### src/irq_flag_pkg.sv
package irq_flag_pkg;
  localparam int ADR_W = 12;
  localparam int DAT_W = 32;
  localparam int SEL_W = 4;

  // register byte offsets
  localparam logic [11:0] REQ3_STAT_OFS = 12'h010;
  localparam logic [11:0] REQ4_STAT_OFS = 12'h014;
  localparam logic [11:0] REQ5_STAT_OFS = 12'h020;
  localparam logic [11:0] TMR_STAT_OFS = 12'h160;
  localparam logic [11:0] TMR_CLR_OFS = 12'h180;
  localparam logic [11:0] REQ3_CLR_OFS = 12'h194;
  localparam logic [11:0] REQ4_CLR_OFS = 12'h198;
  localparam logic [11:0] REQ5_CLR_OFS = 12'h19C;
  localparam logic [11:0] PEND_OFS = 12'h1A0;
  localparam logic [11:0] MASK_OFS = 12'h1A4;

  // second serial channel flags in request register three
  localparam int SER_W = 3;
  localparam int SER_ERR_BIT = 0;
  localparam int SER_TX_BIT = 1;
  localparam int SER_RX_BIT = 2;

  // capture/compare service requests in request register four
  localparam int CC_W = 4;
  localparam int CC0_BIT = 0;
  localparam int CC1_BIT = 4;
  localparam int CC2_BIT = 16;
  localparam int CC3_BIT = 20;

  // wakeup flag in request register five
  localparam int WAKE_BIT = 0;

  // timer flags: t2, t3, t4, t5, t6, capture-reload from bit 0 up
  localparam int TMR_W = 6;
  localparam int TMR_LSB = 0;

  // summary pending and mask layout
  localparam int GRP_W = 4;
  localparam int GRP_SER = 0;
  localparam int GRP_CC = 1;
  localparam int GRP_WAKE = 2;
  localparam int GRP_TMR = 3;

  // reset values
  localparam logic [SER_W-1:0] SER_RST = 3'h0;
  localparam logic [CC_W-1:0] CC_RST = 4'h0;
  localparam logic WAKE_RST = 1'h0;
  localparam logic [TMR_W-1:0] TMR_RST = 6'h0;
  localparam logic [GRP_W-1:0] GRP_RST = 4'h0;
  localparam logic [31:0] DATA_ZERO = 32'h00000000;

  typedef enum logic {BUS_IDLE, BUS_ACK} bus_state_e;
endpackage

### src/irq_flag_bank_with_clear.sv
`timescale 1ns/1ps
// Overview of operation
// flags set only by hardware events
// flag reads 1 from event until clear
// writing zero to clear leaves flag
// reserved bits read zero, written zero
// clear bit 2 drops serial receive flag
// clear bit 1 drops serial transmit flag
// clear bit 0 drops serial error flag
// capcmp flags at bits 0,4,16,20
// capcmp clear bits drop matching flags
// wakeup flag at bit 0, event sets
// clear bit 0 drops wakeup flag
// capture-reload flag at timer bit 5
// timer 6 bit 4, timer 5 bit 3
// timers 4,3,2 at bits 2,1,0
// timer clear bits 5..0 drop flags
// set beats simultaneous clear
// clear registers stateless, read zero
module irq_flag_bank_with_clear (
  input wire logic clk_i,
  input wire logic rst_i,
  input wire logic wb_cyc_i,
  input wire logic wb_stb_i,
  input wire logic wb_we_i,
  input wire logic [irq_flag_pkg::ADR_W-1:0] wb_adr_i,
  input wire logic [irq_flag_pkg::SEL_W-1:0] wb_sel_i,
  input wire logic [irq_flag_pkg::DAT_W-1:0] wb_dat_i,
  output logic [irq_flag_pkg::DAT_W-1:0] wb_dat_o,
  output logic wb_ack_o,
  input wire logic serial_b_rx_evt_i,
  input wire logic serial_b_tx_evt_i,
  input wire logic serial_b_err_evt_i,
  input wire logic [irq_flag_pkg::CC_W-1:0] capcmp_evt_i,
  input wire logic wake_evt_i,
  input wire logic [irq_flag_pkg::TMR_W-1:0] timer_evt_i,
  output logic irq_o
);
  irq_flag_pkg::bus_state_e state_ff;
  irq_flag_pkg::bus_state_e nxt_state;
  logic [31:0] rdat_ff;
  logic [31:0] nxt_rdat;
  logic [31:0] lane_mask;
  logic [31:0] wd;
  logic req;
  logic wr_hit;
  logic [irq_flag_pkg::SER_W-1:0] ser_set;
  logic [irq_flag_pkg::SER_W-1:0] ser_clr;
  logic [irq_flag_pkg::SER_W-1:0] ser_q;
  logic [irq_flag_pkg::CC_W-1:0] cc_clr;
  logic [irq_flag_pkg::CC_W-1:0] cc_q;
  logic wake_clr;
  logic wake_q;
  logic [irq_flag_pkg::TMR_W-1:0] tmr_clr;
  logic [irq_flag_pkg::TMR_W-1:0] tmr_q;
  logic [irq_flag_pkg::GRP_W-1:0] grp_evt;
  logic [irq_flag_pkg::GRP_W-1:0] grp_clr;
  logic [irq_flag_pkg::GRP_W-1:0] pend;
  logic [irq_flag_pkg::GRP_W-1:0] mask;
  logic mask_we;

  assign req = wb_cyc_i & wb_stb_i;
  assign lane_mask = {{8{wb_sel_i[3]}}, {8{wb_sel_i[2]}}, {8{wb_sel_i[1]}}, {8{wb_sel_i[0]}}};
  assign wd = wb_dat_i & lane_mask;
  // writes act only on the ack edge, exactly once per bus cycle
  assign wr_hit = (state_ff == irq_flag_pkg::BUS_ACK) & req & wb_we_i;

  // bus handshake: one wait state, ack for a single cycle
  always_comb begin
    nxt_state = state_ff;
    case (state_ff)
      irq_flag_pkg::BUS_IDLE: begin
        if (req) begin
          nxt_state = irq_flag_pkg::BUS_ACK;
        end
      end
      irq_flag_pkg::BUS_ACK: begin
        nxt_state = irq_flag_pkg::BUS_IDLE;
      end
      default: begin
        nxt_state = irq_flag_pkg::BUS_IDLE;
      end
    endcase
  end

  always_ff @(posedge clk_i) begin
    if (rst_i) begin
      state_ff <= irq_flag_pkg::BUS_IDLE;
    end else begin
      state_ff <= nxt_state;
    end
  end

  assign wb_ack_o = (state_ff == irq_flag_pkg::BUS_ACK);

  // read data captured when the request is taken
  always_comb begin
    nxt_rdat = rdat_ff;
    if ((state_ff == irq_flag_pkg::BUS_IDLE) && req) begin
      nxt_rdat = irq_flag_pkg::DATA_ZERO;
      if (!wb_we_i) begin
        case (wb_adr_i)
          irq_flag_pkg::REQ3_STAT_OFS: begin
            nxt_rdat[irq_flag_pkg::SER_RX_BIT] = ser_q[irq_flag_pkg::SER_RX_BIT];
            nxt_rdat[irq_flag_pkg::SER_TX_BIT] = ser_q[irq_flag_pkg::SER_TX_BIT];
            nxt_rdat[irq_flag_pkg::SER_ERR_BIT] = ser_q[irq_flag_pkg::SER_ERR_BIT];
          end
          irq_flag_pkg::REQ4_STAT_OFS: begin
            nxt_rdat[irq_flag_pkg::CC0_BIT] = cc_q[0];
            nxt_rdat[irq_flag_pkg::CC1_BIT] = cc_q[1];
            nxt_rdat[irq_flag_pkg::CC2_BIT] = cc_q[2];
            nxt_rdat[irq_flag_pkg::CC3_BIT] = cc_q[3];
          end
          irq_flag_pkg::REQ5_STAT_OFS: begin
            nxt_rdat[irq_flag_pkg::WAKE_BIT] = wake_q;
          end
          irq_flag_pkg::TMR_STAT_OFS: begin

            nxt_rdat[irq_flag_pkg::TMR_LSB +: irq_flag_pkg::TMR_W] = tmr_q;
          end
          irq_flag_pkg::PEND_OFS: begin
            nxt_rdat[irq_flag_pkg::GRP_W-1:0] = pend;
          end
          irq_flag_pkg::MASK_OFS: begin
            nxt_rdat[irq_flag_pkg::GRP_W-1:0] = mask;
          end
          // clear registers and unmapped addresses answer zero
          default: begin
            nxt_rdat = irq_flag_pkg::DATA_ZERO;
          end
        endcase
      end
    end
  end

  always_ff @(posedge clk_i) begin
    if (rst_i) begin
      rdat_ff <= irq_flag_pkg::DATA_ZERO;
    end else begin
      rdat_ff <= nxt_rdat;
    end
  end

  assign wb_dat_o = rdat_ff;

  // clear pulses are decoded from the bus, never stored
  always_comb begin
    ser_clr = irq_flag_pkg::SER_RST;
    cc_clr = irq_flag_pkg::CC_RST;
    wake_clr = irq_flag_pkg::WAKE_RST;
    tmr_clr = irq_flag_pkg::TMR_RST;
    grp_clr = irq_flag_pkg::GRP_RST;
    mask_we = 1'b0;
    if (wr_hit) begin
      case (wb_adr_i)
        irq_flag_pkg::REQ3_CLR_OFS: begin
          ser_clr[irq_flag_pkg::SER_RX_BIT] = wd[irq_flag_pkg::SER_RX_BIT];
          ser_clr[irq_flag_pkg::SER_TX_BIT] = wd[irq_flag_pkg::SER_TX_BIT];
          ser_clr[irq_flag_pkg::SER_ERR_BIT] = wd[irq_flag_pkg::SER_ERR_BIT];
        end
        irq_flag_pkg::REQ4_CLR_OFS: begin
          cc_clr[0] = wd[irq_flag_pkg::CC0_BIT];
          cc_clr[1] = wd[irq_flag_pkg::CC1_BIT];
          cc_clr[2] = wd[irq_flag_pkg::CC2_BIT];
          cc_clr[3] = wd[irq_flag_pkg::CC3_BIT];
        end
        irq_flag_pkg::REQ5_CLR_OFS: begin
          wake_clr = wd[irq_flag_pkg::WAKE_BIT];
        end
        irq_flag_pkg::TMR_CLR_OFS: begin
          tmr_clr = wd[irq_flag_pkg::TMR_LSB +: irq_flag_pkg::TMR_W];
        end
        irq_flag_pkg::PEND_OFS: begin
          grp_clr = wd[irq_flag_pkg::GRP_W-1:0];
        end
        irq_flag_pkg::MASK_OFS: begin
          mask_we = 1'b1;
        end
        // status registers are read only: writes there set nothing
        default: begin
          mask_we = 1'b0;
        end
      endcase
    end
  end

  always_comb begin
    ser_set = irq_flag_pkg::SER_RST;
    ser_set[irq_flag_pkg::SER_RX_BIT] = serial_b_rx_evt_i;
    ser_set[irq_flag_pkg::SER_TX_BIT] = serial_b_tx_evt_i;
    ser_set[irq_flag_pkg::SER_ERR_BIT] = serial_b_err_evt_i;
  end

  // set only from events, held until a one is written
  sticky_flag #(.WIDTH(irq_flag_pkg::SER_W)) u_ser (
    .clk_i(clk_i),
    .rst_i(rst_i),
    .set_i(ser_set),
    .clr_i(ser_clr),
    .q_o(ser_q)
  );

  sticky_flag #(.WIDTH(irq_flag_pkg::CC_W)) u_cc (
    .clk_i(clk_i),
    .rst_i(rst_i),
    .set_i(capcmp_evt_i),
    .clr_i(cc_clr),
    .q_o(cc_q)
  );

  sticky_flag #(.WIDTH(1)) u_wake (
    .clk_i(clk_i),
    .rst_i(rst_i),
    .set_i(wake_evt_i),
    .clr_i(wake_clr),
    .q_o(wake_q)
  );

  sticky_flag #(.WIDTH(irq_flag_pkg::TMR_W)) u_tmr (
    .clk_i(clk_i),
    .rst_i(rst_i),
    .set_i(timer_evt_i),
    .clr_i(tmr_clr),
    .q_o(tmr_q)
  );

  always_comb begin
    grp_evt = irq_flag_pkg::GRP_RST;
    grp_evt[irq_flag_pkg::GRP_SER] = |ser_set;
    grp_evt[irq_flag_pkg::GRP_CC] = |capcmp_evt_i;
    grp_evt[irq_flag_pkg::GRP_WAKE] = wake_evt_i;
    grp_evt[irq_flag_pkg::GRP_TMR] = |timer_evt_i;
  end

  // summary pending is separate from the flags so clearing one does not hide others
  irq_summary u_sum (
    .clk_i(clk_i),
    .rst_i(rst_i),
    .evt_i(grp_evt),
    .clr_i(grp_clr),
    .mask_we_i(mask_we),
    .mask_d_i(wd[irq_flag_pkg::GRP_W-1:0]),
    .pend_o(pend),
    .mask_o(mask),
    .irq_o(irq_o)
  );

  logic rd_ack;
  assign rd_ack = wb_ack_o & req & !wb_we_i;
endmodule

### src/sticky_flag.sv
`timescale 1ns/1ps
module sticky_flag #(
  parameter int WIDTH = 1
) (
  input wire logic clk_i,
  input wire logic rst_i,
  input wire logic [WIDTH-1:0] set_i,
  input wire logic [WIDTH-1:0] clr_i,
  output logic [WIDTH-1:0] q_o
);
  logic [WIDTH-1:0] q_ff;
  logic [WIDTH-1:0] nxt_q;

  // set wins so an event landing on a clear is kept
  always_comb begin
    nxt_q = set_i | (q_ff & ~clr_i);
  end

  always_ff @(posedge clk_i) begin
    if (rst_i) begin
      q_ff <= '0;
    end else begin
      q_ff <= nxt_q;
    end
  end

  assign q_o = q_ff;
endmodule

### src/irq_summary.sv
`timescale 1ns/1ps
module irq_summary (
  input wire logic clk_i,
  input wire logic rst_i,
  input wire logic [irq_flag_pkg::GRP_W-1:0] evt_i,
  input wire logic [irq_flag_pkg::GRP_W-1:0] clr_i,
  input wire logic mask_we_i,
  input wire logic [irq_flag_pkg::GRP_W-1:0] mask_d_i,
  output logic [irq_flag_pkg::GRP_W-1:0] pend_o,
  output logic [irq_flag_pkg::GRP_W-1:0] mask_o,
  output logic irq_o
);
  logic [irq_flag_pkg::GRP_W-1:0] mask_ff;
  logic [irq_flag_pkg::GRP_W-1:0] nxt_mask;

  sticky_flag #(.WIDTH(irq_flag_pkg::GRP_W)) u_pend (
    .clk_i(clk_i),
    .rst_i(rst_i),
    .set_i(evt_i),
    .clr_i(clr_i),
    .q_o(pend_o)
  );

  always_comb begin
    nxt_mask = mask_we_i ? mask_d_i : mask_ff;
  end

  always_ff @(posedge clk_i) begin
    if (rst_i) begin
      mask_ff <= irq_flag_pkg::GRP_RST;
    end else begin
      mask_ff <= nxt_mask;
    end
  end

  assign mask_o = mask_ff;
  assign irq_o = |(pend_o & mask_ff);
endmodule

### config.mk
export PLATFORM = sky130hd
export DESIGN_NAME = irq_flag_bank_with_clear
export DESIGN_NICKNAME = d
export VERILOG_FILES = /design/src/irq_flag_pkg.sv /design/src/irq_flag_bank_with_clear.sv /design/src/sticky_flag.sv /design/src/irq_summary.sv
export SDC_FILE = /design/constraint.sdc
export NUM_CORES = 1
export LEC_CHECK = 0
export ABC_CLOCK_PERIOD_IN_PS = 2200
export BUFFER_PORTS_ARGS = -buffer_cell sky130_fd_sc_hd__buf_2
export CORE_MARGIN = 1.5
export CORE_UTILIZATION = 30
export CTS_BUF_LIST = sky130_fd_sc_hd__clkbuf_4
export DETAILED_ROUTE_END_ITERATION = 10
export HOLD_SLACK_MARGIN = 0.05
export SLEW_MARGIN = 20
export SYNTH_ARGS = -nofsm -noshare
export SYNTH_HDL_FRONTEND = slang
export SYNTH_SLANG_ARGS = --single-unit
### constraint.sdc
create_clock -name clk_i -period 2.2 [get_ports clk_i]
set_clock_uncertainty 0.2 [all_clocks]
set_input_delay 0.44 -clock clk_i [delete_from_list [all_inputs] [get_ports clk_i]]
set_output_delay 0.44 -clock clk_i [all_outputs]
set_load 0.1 [all_outputs]
Word level (Yosys, flattened, before mapping)
Cells that the tools add are included.
W data, S select, Z words.

storage, ports and cells
  memories kept = 0
  latch bits = 0
  output and inout bits = 34
  word-level logic and storage cells = 66
  memory bits (writable) = 0
  register bits after elaboration = 55
  ROM bits = 0

cells by class
  $lt $le $gt $ge = 0
  eq/ne operators = 10
  bitwise operators = 21
  muxes and demuxes = 22
  add/subtract/negate cells = 0
  multipliers = 0
  divide/modulo/power cells = 0
  reductions and logical operators = 5
  shifts and indexed selects = 0

operators with widths
  cell                   count
  $eq A12 B9 Y1 const B  7
  $eq A12 B5 Y1 const B  2
  $and A21 B21 Y21       1
  $mux W21               1
  $mux W4                4
  $and A4 B4 Y4          3
  $eq A12 B6 Y1 const B  1
  $mux W6                2
  $mux W1                8
  $not A4 Y4             2
  $or A4 B4 Y4           2
  $pmux W2 S4            1
  $reduce_or A4 Y1       2
  $and A6 B6 Y6          1
  $mux W3                2
  $not A6 Y6             1
  $or A6 B6 Y6           1
  $pmux W1 S6            1
  $reduce_or A6 Y1       1
  $and A1 B1 Y1          4
  $pmux W1 S2            2
  $and A3 B3 Y3          1
  $not A3 Y3             1
  $or A3 B3 Y3           1
  5 further kinds        6

Longest topological paths before layout
  depth after elaboration = 7
  mapped depth = 5

By module
A second synthesis with hierarchy kept.

unflattened totals
  cells, all modules = 233
  area total of the unflattened synthesis = 1885.6 µm²

modules (own cells, without submodules)
  module                    seq. area each (µm²)  cells an instance  area each (µm²)  times used
  irq_flag_bank_with_clear  180.2                 145                1047.3           1
  sticky_flag (u_cc ...)    80.1                  16                 140.1            2
  sticky_flag (u_tmr)       120.1                 24                 255.2            1
  irq_summary               80.1                  16                 158.9            1
  sticky_flag (u_ser)       60.1                  12                 105.1            1
  sticky_flag (u_wake)      20.0                  4                  38.8             1

Least setup slack after synthesis
Ideal clock, no wire load.

  path kind = register to register
  start point = register state_ff (netlist: wb_ack_o)
  end point = register u_wake.q_ff (netlist: u_wake.q_o)
  setup slack = -0.133 ns
  data arrival time = 2.001 ns
  stages on the path, launching flop included = 6
  setup time = 0.132 ns
  data required time = 1.868 ns
  path through = dfxtp_1 -> and4_1 -> clkbuf_1 -> nand3_1 -> o31ai_1 -> a21oi_1

between the ends
  cells in the longest elaborated chain, start to end = 6

ends and longest elaborated chain
  item                    RTL line                         RTL
  from (decl)             irq_flag_bank_with_clear.sv:39   irq_flag_pkg::bus_state_e state_ff;
  from (signal assigned)  irq_flag_bank_with_clear.sv:88   state_ff <= irq_flag_pkg::BUS_IDLE;
  from (signal assigned)  irq_flag_bank_with_clear.sv:90   state_ff <= nxt_state;
  $and A1 B1 Y1           n/a
  $and A1 B1 Y1           irq_flag_bank_with_clear.sv:66   assign wr_hit = (state_ff == irq_flag_pkg::BUS_ACK) & req & wb_we_i;
  $mux W1                 irq_flag_bank_with_clear.sv:154  if (wr_hit) begin
  $not A1 Y1              sticky_flag.sv:16                nxt_q = set_i | (q_ff & ~clr_i);
  $and A1 B1 Y1           sticky_flag.sv:16
  $or A1 B1 Y1            sticky_flag.sv:16
  to (signal assigned)    sticky_flag.sv:23                q_ff <= nxt_q;
  to (decl)               sticky_flag.sv:11                logic [WIDTH-1:0] q_ff;

Every way passes these cells.
A chain may end at the register's enable or synchronous reset.

Final worst setup path
  start point = register u_sum.mask_ff, in the netlist u_sum.mask_o[2]
  end point = output irq_o

between the ends
  cells in the longest elaborated chain, start to end = 2

ends and longest elaborated chain
  item                    RTL line                        RTL
  from (decl)             irq_summary.sv:13               logic [irq_flag_pkg::GRP_W-1:0] mask_ff;
  from (signal assigned)  irq_summary.sv:30               mask_ff <= irq_flag_pkg::GRP_RST;
  from (signal assigned)  irq_summary.sv:32               mask_ff <= nxt_mask;
  $and A4 B4 Y4           irq_summary.sv:37               assign irq_o = |(pend_o & mask_ff);
  $reduce_or A4 Y1        irq_summary.sv:37
  to (decl)               irq_flag_bank_with_clear.sv:37  output logic irq_o

Every way passes these cells.

==> results.ini <==
[synthesis]
yosys_register_bits=31
syn_area_mm2=0.00174
seq_area_frac_synth_pct=35.7
synth.largest_area_cell=dfxtp_1
yosysUniqueCellTypes=41
yosys-top-cells-area=dfxtp_1 36%, buf_4 10%, a21oi_1 5.8%, nand3_1 5.5%, o21ai_0 4.3%
synth.avg_cell_area_um2=8.08
synthDominantCellAreaShare_pct=35.7
postSynthCellCount=215
yosysWarningCount=0

[grt]
gr-total-overflow=0
antenna_found_initial=0
gr-usage-all-layers_pct=15.1
grt_pass1_wl_mm=7.22
grt_max_degree=30
grt_pass1_vias=1477

[cells_and_area]
fin_util_pct=37.1
antenna_cells=0
fin_area_mm2=0.00206
final_nets=337
final_common_cell=buf_2
areaGrowthSynthToFinish_pct=18.3
drive_gt1_share_pct=26.6
final_cell_mix=50 x buf_2, 30 x dfxtp_1, 24 x conb_1

[critical_path]
worst_setup_path_end_kind=output port
start_kind=register
crit_fanout=3
crit_type=register to output port
crit_arrival_ns=1.36
crit_chain=a22oi_1 > nand2_1 > buf_2
critPathSlowestCell=buf_2
worstPathRequired_ns=1.56
cp_slowest_stage_delay_ns=0.43

[die]
fp.dieH_um=79.1
fp.dieW_um=79.1
row_count=27
io_pins=101
core_mm2=0.00554
start_util_pct=31.4
fp.dieArea_mm2=0.00626

[clock_tree]
clock_latency_ns=0.34
cts_tree=done
cts_root_buf=clkbuf_4
cts_buffers=5
post_cts_buffers=0
clock_path_buffers=2
cts-htree-levels=2
clk_pin_slew_ns=0.10
cts_resized=0
postCtsHoldBufs=0
cts_sinks=31

[drt]
vias=1704
wl_per_cell_um=13.6
drt_wl_total_mm=4.66
via_per_inst=4.97
drcViolationCount=0
dr.pass1.iters=4
ant_nets=0
drtIter0Drc=125

[power]
p_comb_share_pct=26.8
p_clk_share_pct=25.6
power_leakage_uw=0.000865
power.density_mw_per_mm2=617
seq_power_share_pct=47.6
vdd_drop_max_mv=0.239
sw_frac_of_total_pct=39.5
p_int_uw=767
p_switching_uw=500

[placement]
dp_slack_ns=0.0994
io_buffers=50
place_area_mm2=0.00200
gp_congestion=0.808
dpl.hpwl_mm=3.65

[job]
cap_viol_max_count=0

[timing]
min_period_ns=2.00
fin_crit_sh_pct=90.9
final-hold-violation-count=0
slew_violations=0
max_slew_margin_pct=55.2
setup_viol=0
fmax_ghz=0.500
timing.final.ws_setup_ns=0.201
finalSetupTns_ns=0
grt_setup_unrepaired=false
tightest_slew_ns=0.663

[worst_hold_path]
holdCritPathClass=input port to register

[outcome]
status=finished, final reports clean

-- through the flow --
stage	total power [uW]	hold slack [ns]	cells
3_3_place_gp	954	0.249	335
6_report	1270	0.134	343
4_1_cts	1270	0.128	343
5_1_grt	1320	0.135	343
3_5_place_dp	955	0.262	335
2_1_floorplan	907	0.242	238
-- cell families (layout without fill, tap and decap cells) --
| family | Yosys count | count (layout) | synth area share [%] |
|---|---|---|---|
| mux | 2 | 2 | 1.30 |
| other cells | 1 | 24 | 0.216 |
| compound gates | 56 | 56 | 19.2 |
| simple gates | 82 | 82 | 29.0 |
| flops | 31 | 31 | 35.7 |
| buf+inv | 43 | 76 | 14.5 |
-- cell type report --
type                       instances  area, um^2
fill                             596        3480
clock inverter                     3        15.0
sequential                        31         622
multi-input combinational        164         951
clock buffer                       5        37.5
tap                               72        90.1
inverter                          12        45.0
timing repair buffer              56         295
-- critical path, delay by kind of cell (launching register included) --
| family | cells | cell delay (ns) |
|---|---|---|
| compound gates | 1 | 0.10 |
| buf+inv | 1 | 0.43 |
| flops | 1 | 0.40 |
| simple gates | 1 | 0.10 |
-- metal layers --
metal  GRT usage, %  share of wire, %  vias up
met3           3.33               7.5        8
met5              0                 0        -
li1               -                 -      847
met4           6.14               1.5        0
met2           21.7                42       76
met1           21.6                49      773
-- power by group through the flow --
stage | Sequential (uW) | Clock [uW] | Combinational, uW
after CTS | 603 | 330 | 339
after detailed placement | 616 | 0 | 338
final | 603 | 324 | 340
after global placement | 615 | 0 | 338
after global routing | 606 | 353 | 359
after floorplan | 630 | 0 | 277
-- state kept, by name, indices dropped and copies added, names as in the netlist --
signal	count
u_cc.q_o	4
u_ser.q_o	3
u_sum.mask_o	4
u_sum.u_pend.q_o	4
u_tmr.q_o	6
u_wake.q_o	1
wb_ack_o	1
wb_dat_o	8
-- Yosys cell counts --
master / number
dfxtp_1: 31
buf_4: 24
a21oi_1: 20
nand3_1: 19
nor2_1: 15
o21ai_0: 15
inv_1: 12
nand2_1: 11
nand4_1: 7
a211oi_1: 5
a22oi_1: 5
clkbuf_1: 5
a31oi_1: 4
nor2b_1: 4
and4_1: 3
nor4_1: 3
a21o_2: 2
a41oi_1: 2
mux2_2: 2
nand3b_1: 2
nor3b_1: 2
nor4bb_1: 2
or4_1: 2
a211o_1: 1
and2_1: 1
and3b_1: 1
and4_2: 1
buf_1: 1
buf_2: 1
conb_1: 1
nand2_4: 1
nand2b_1: 1
nor3_1: 1
nor4_4: 1
nor4b_1: 1
nor4b_2: 1
nor4b_4: 1
o211ai_1: 1
o31ai_1: 1
or3_1: 1
or4b_1: 1
-- worst paths after layout --
kind	from	endpoint	slack, ns	depth (start not counted)
worst min-delay path	timer_evt_i[3]	u_tmr.q_o[3]	0.13	3
worst max-delay path	u_sum.mask_o[2]	irq_o	0.20	3
worst max register to register	wb_ack_o	wb_dat_o[2]	0.42	4
worst min register to register	wb_dat_o[5]	wb_dat_o[5]	0.28	2
Power figures use the tool's default switching activity.
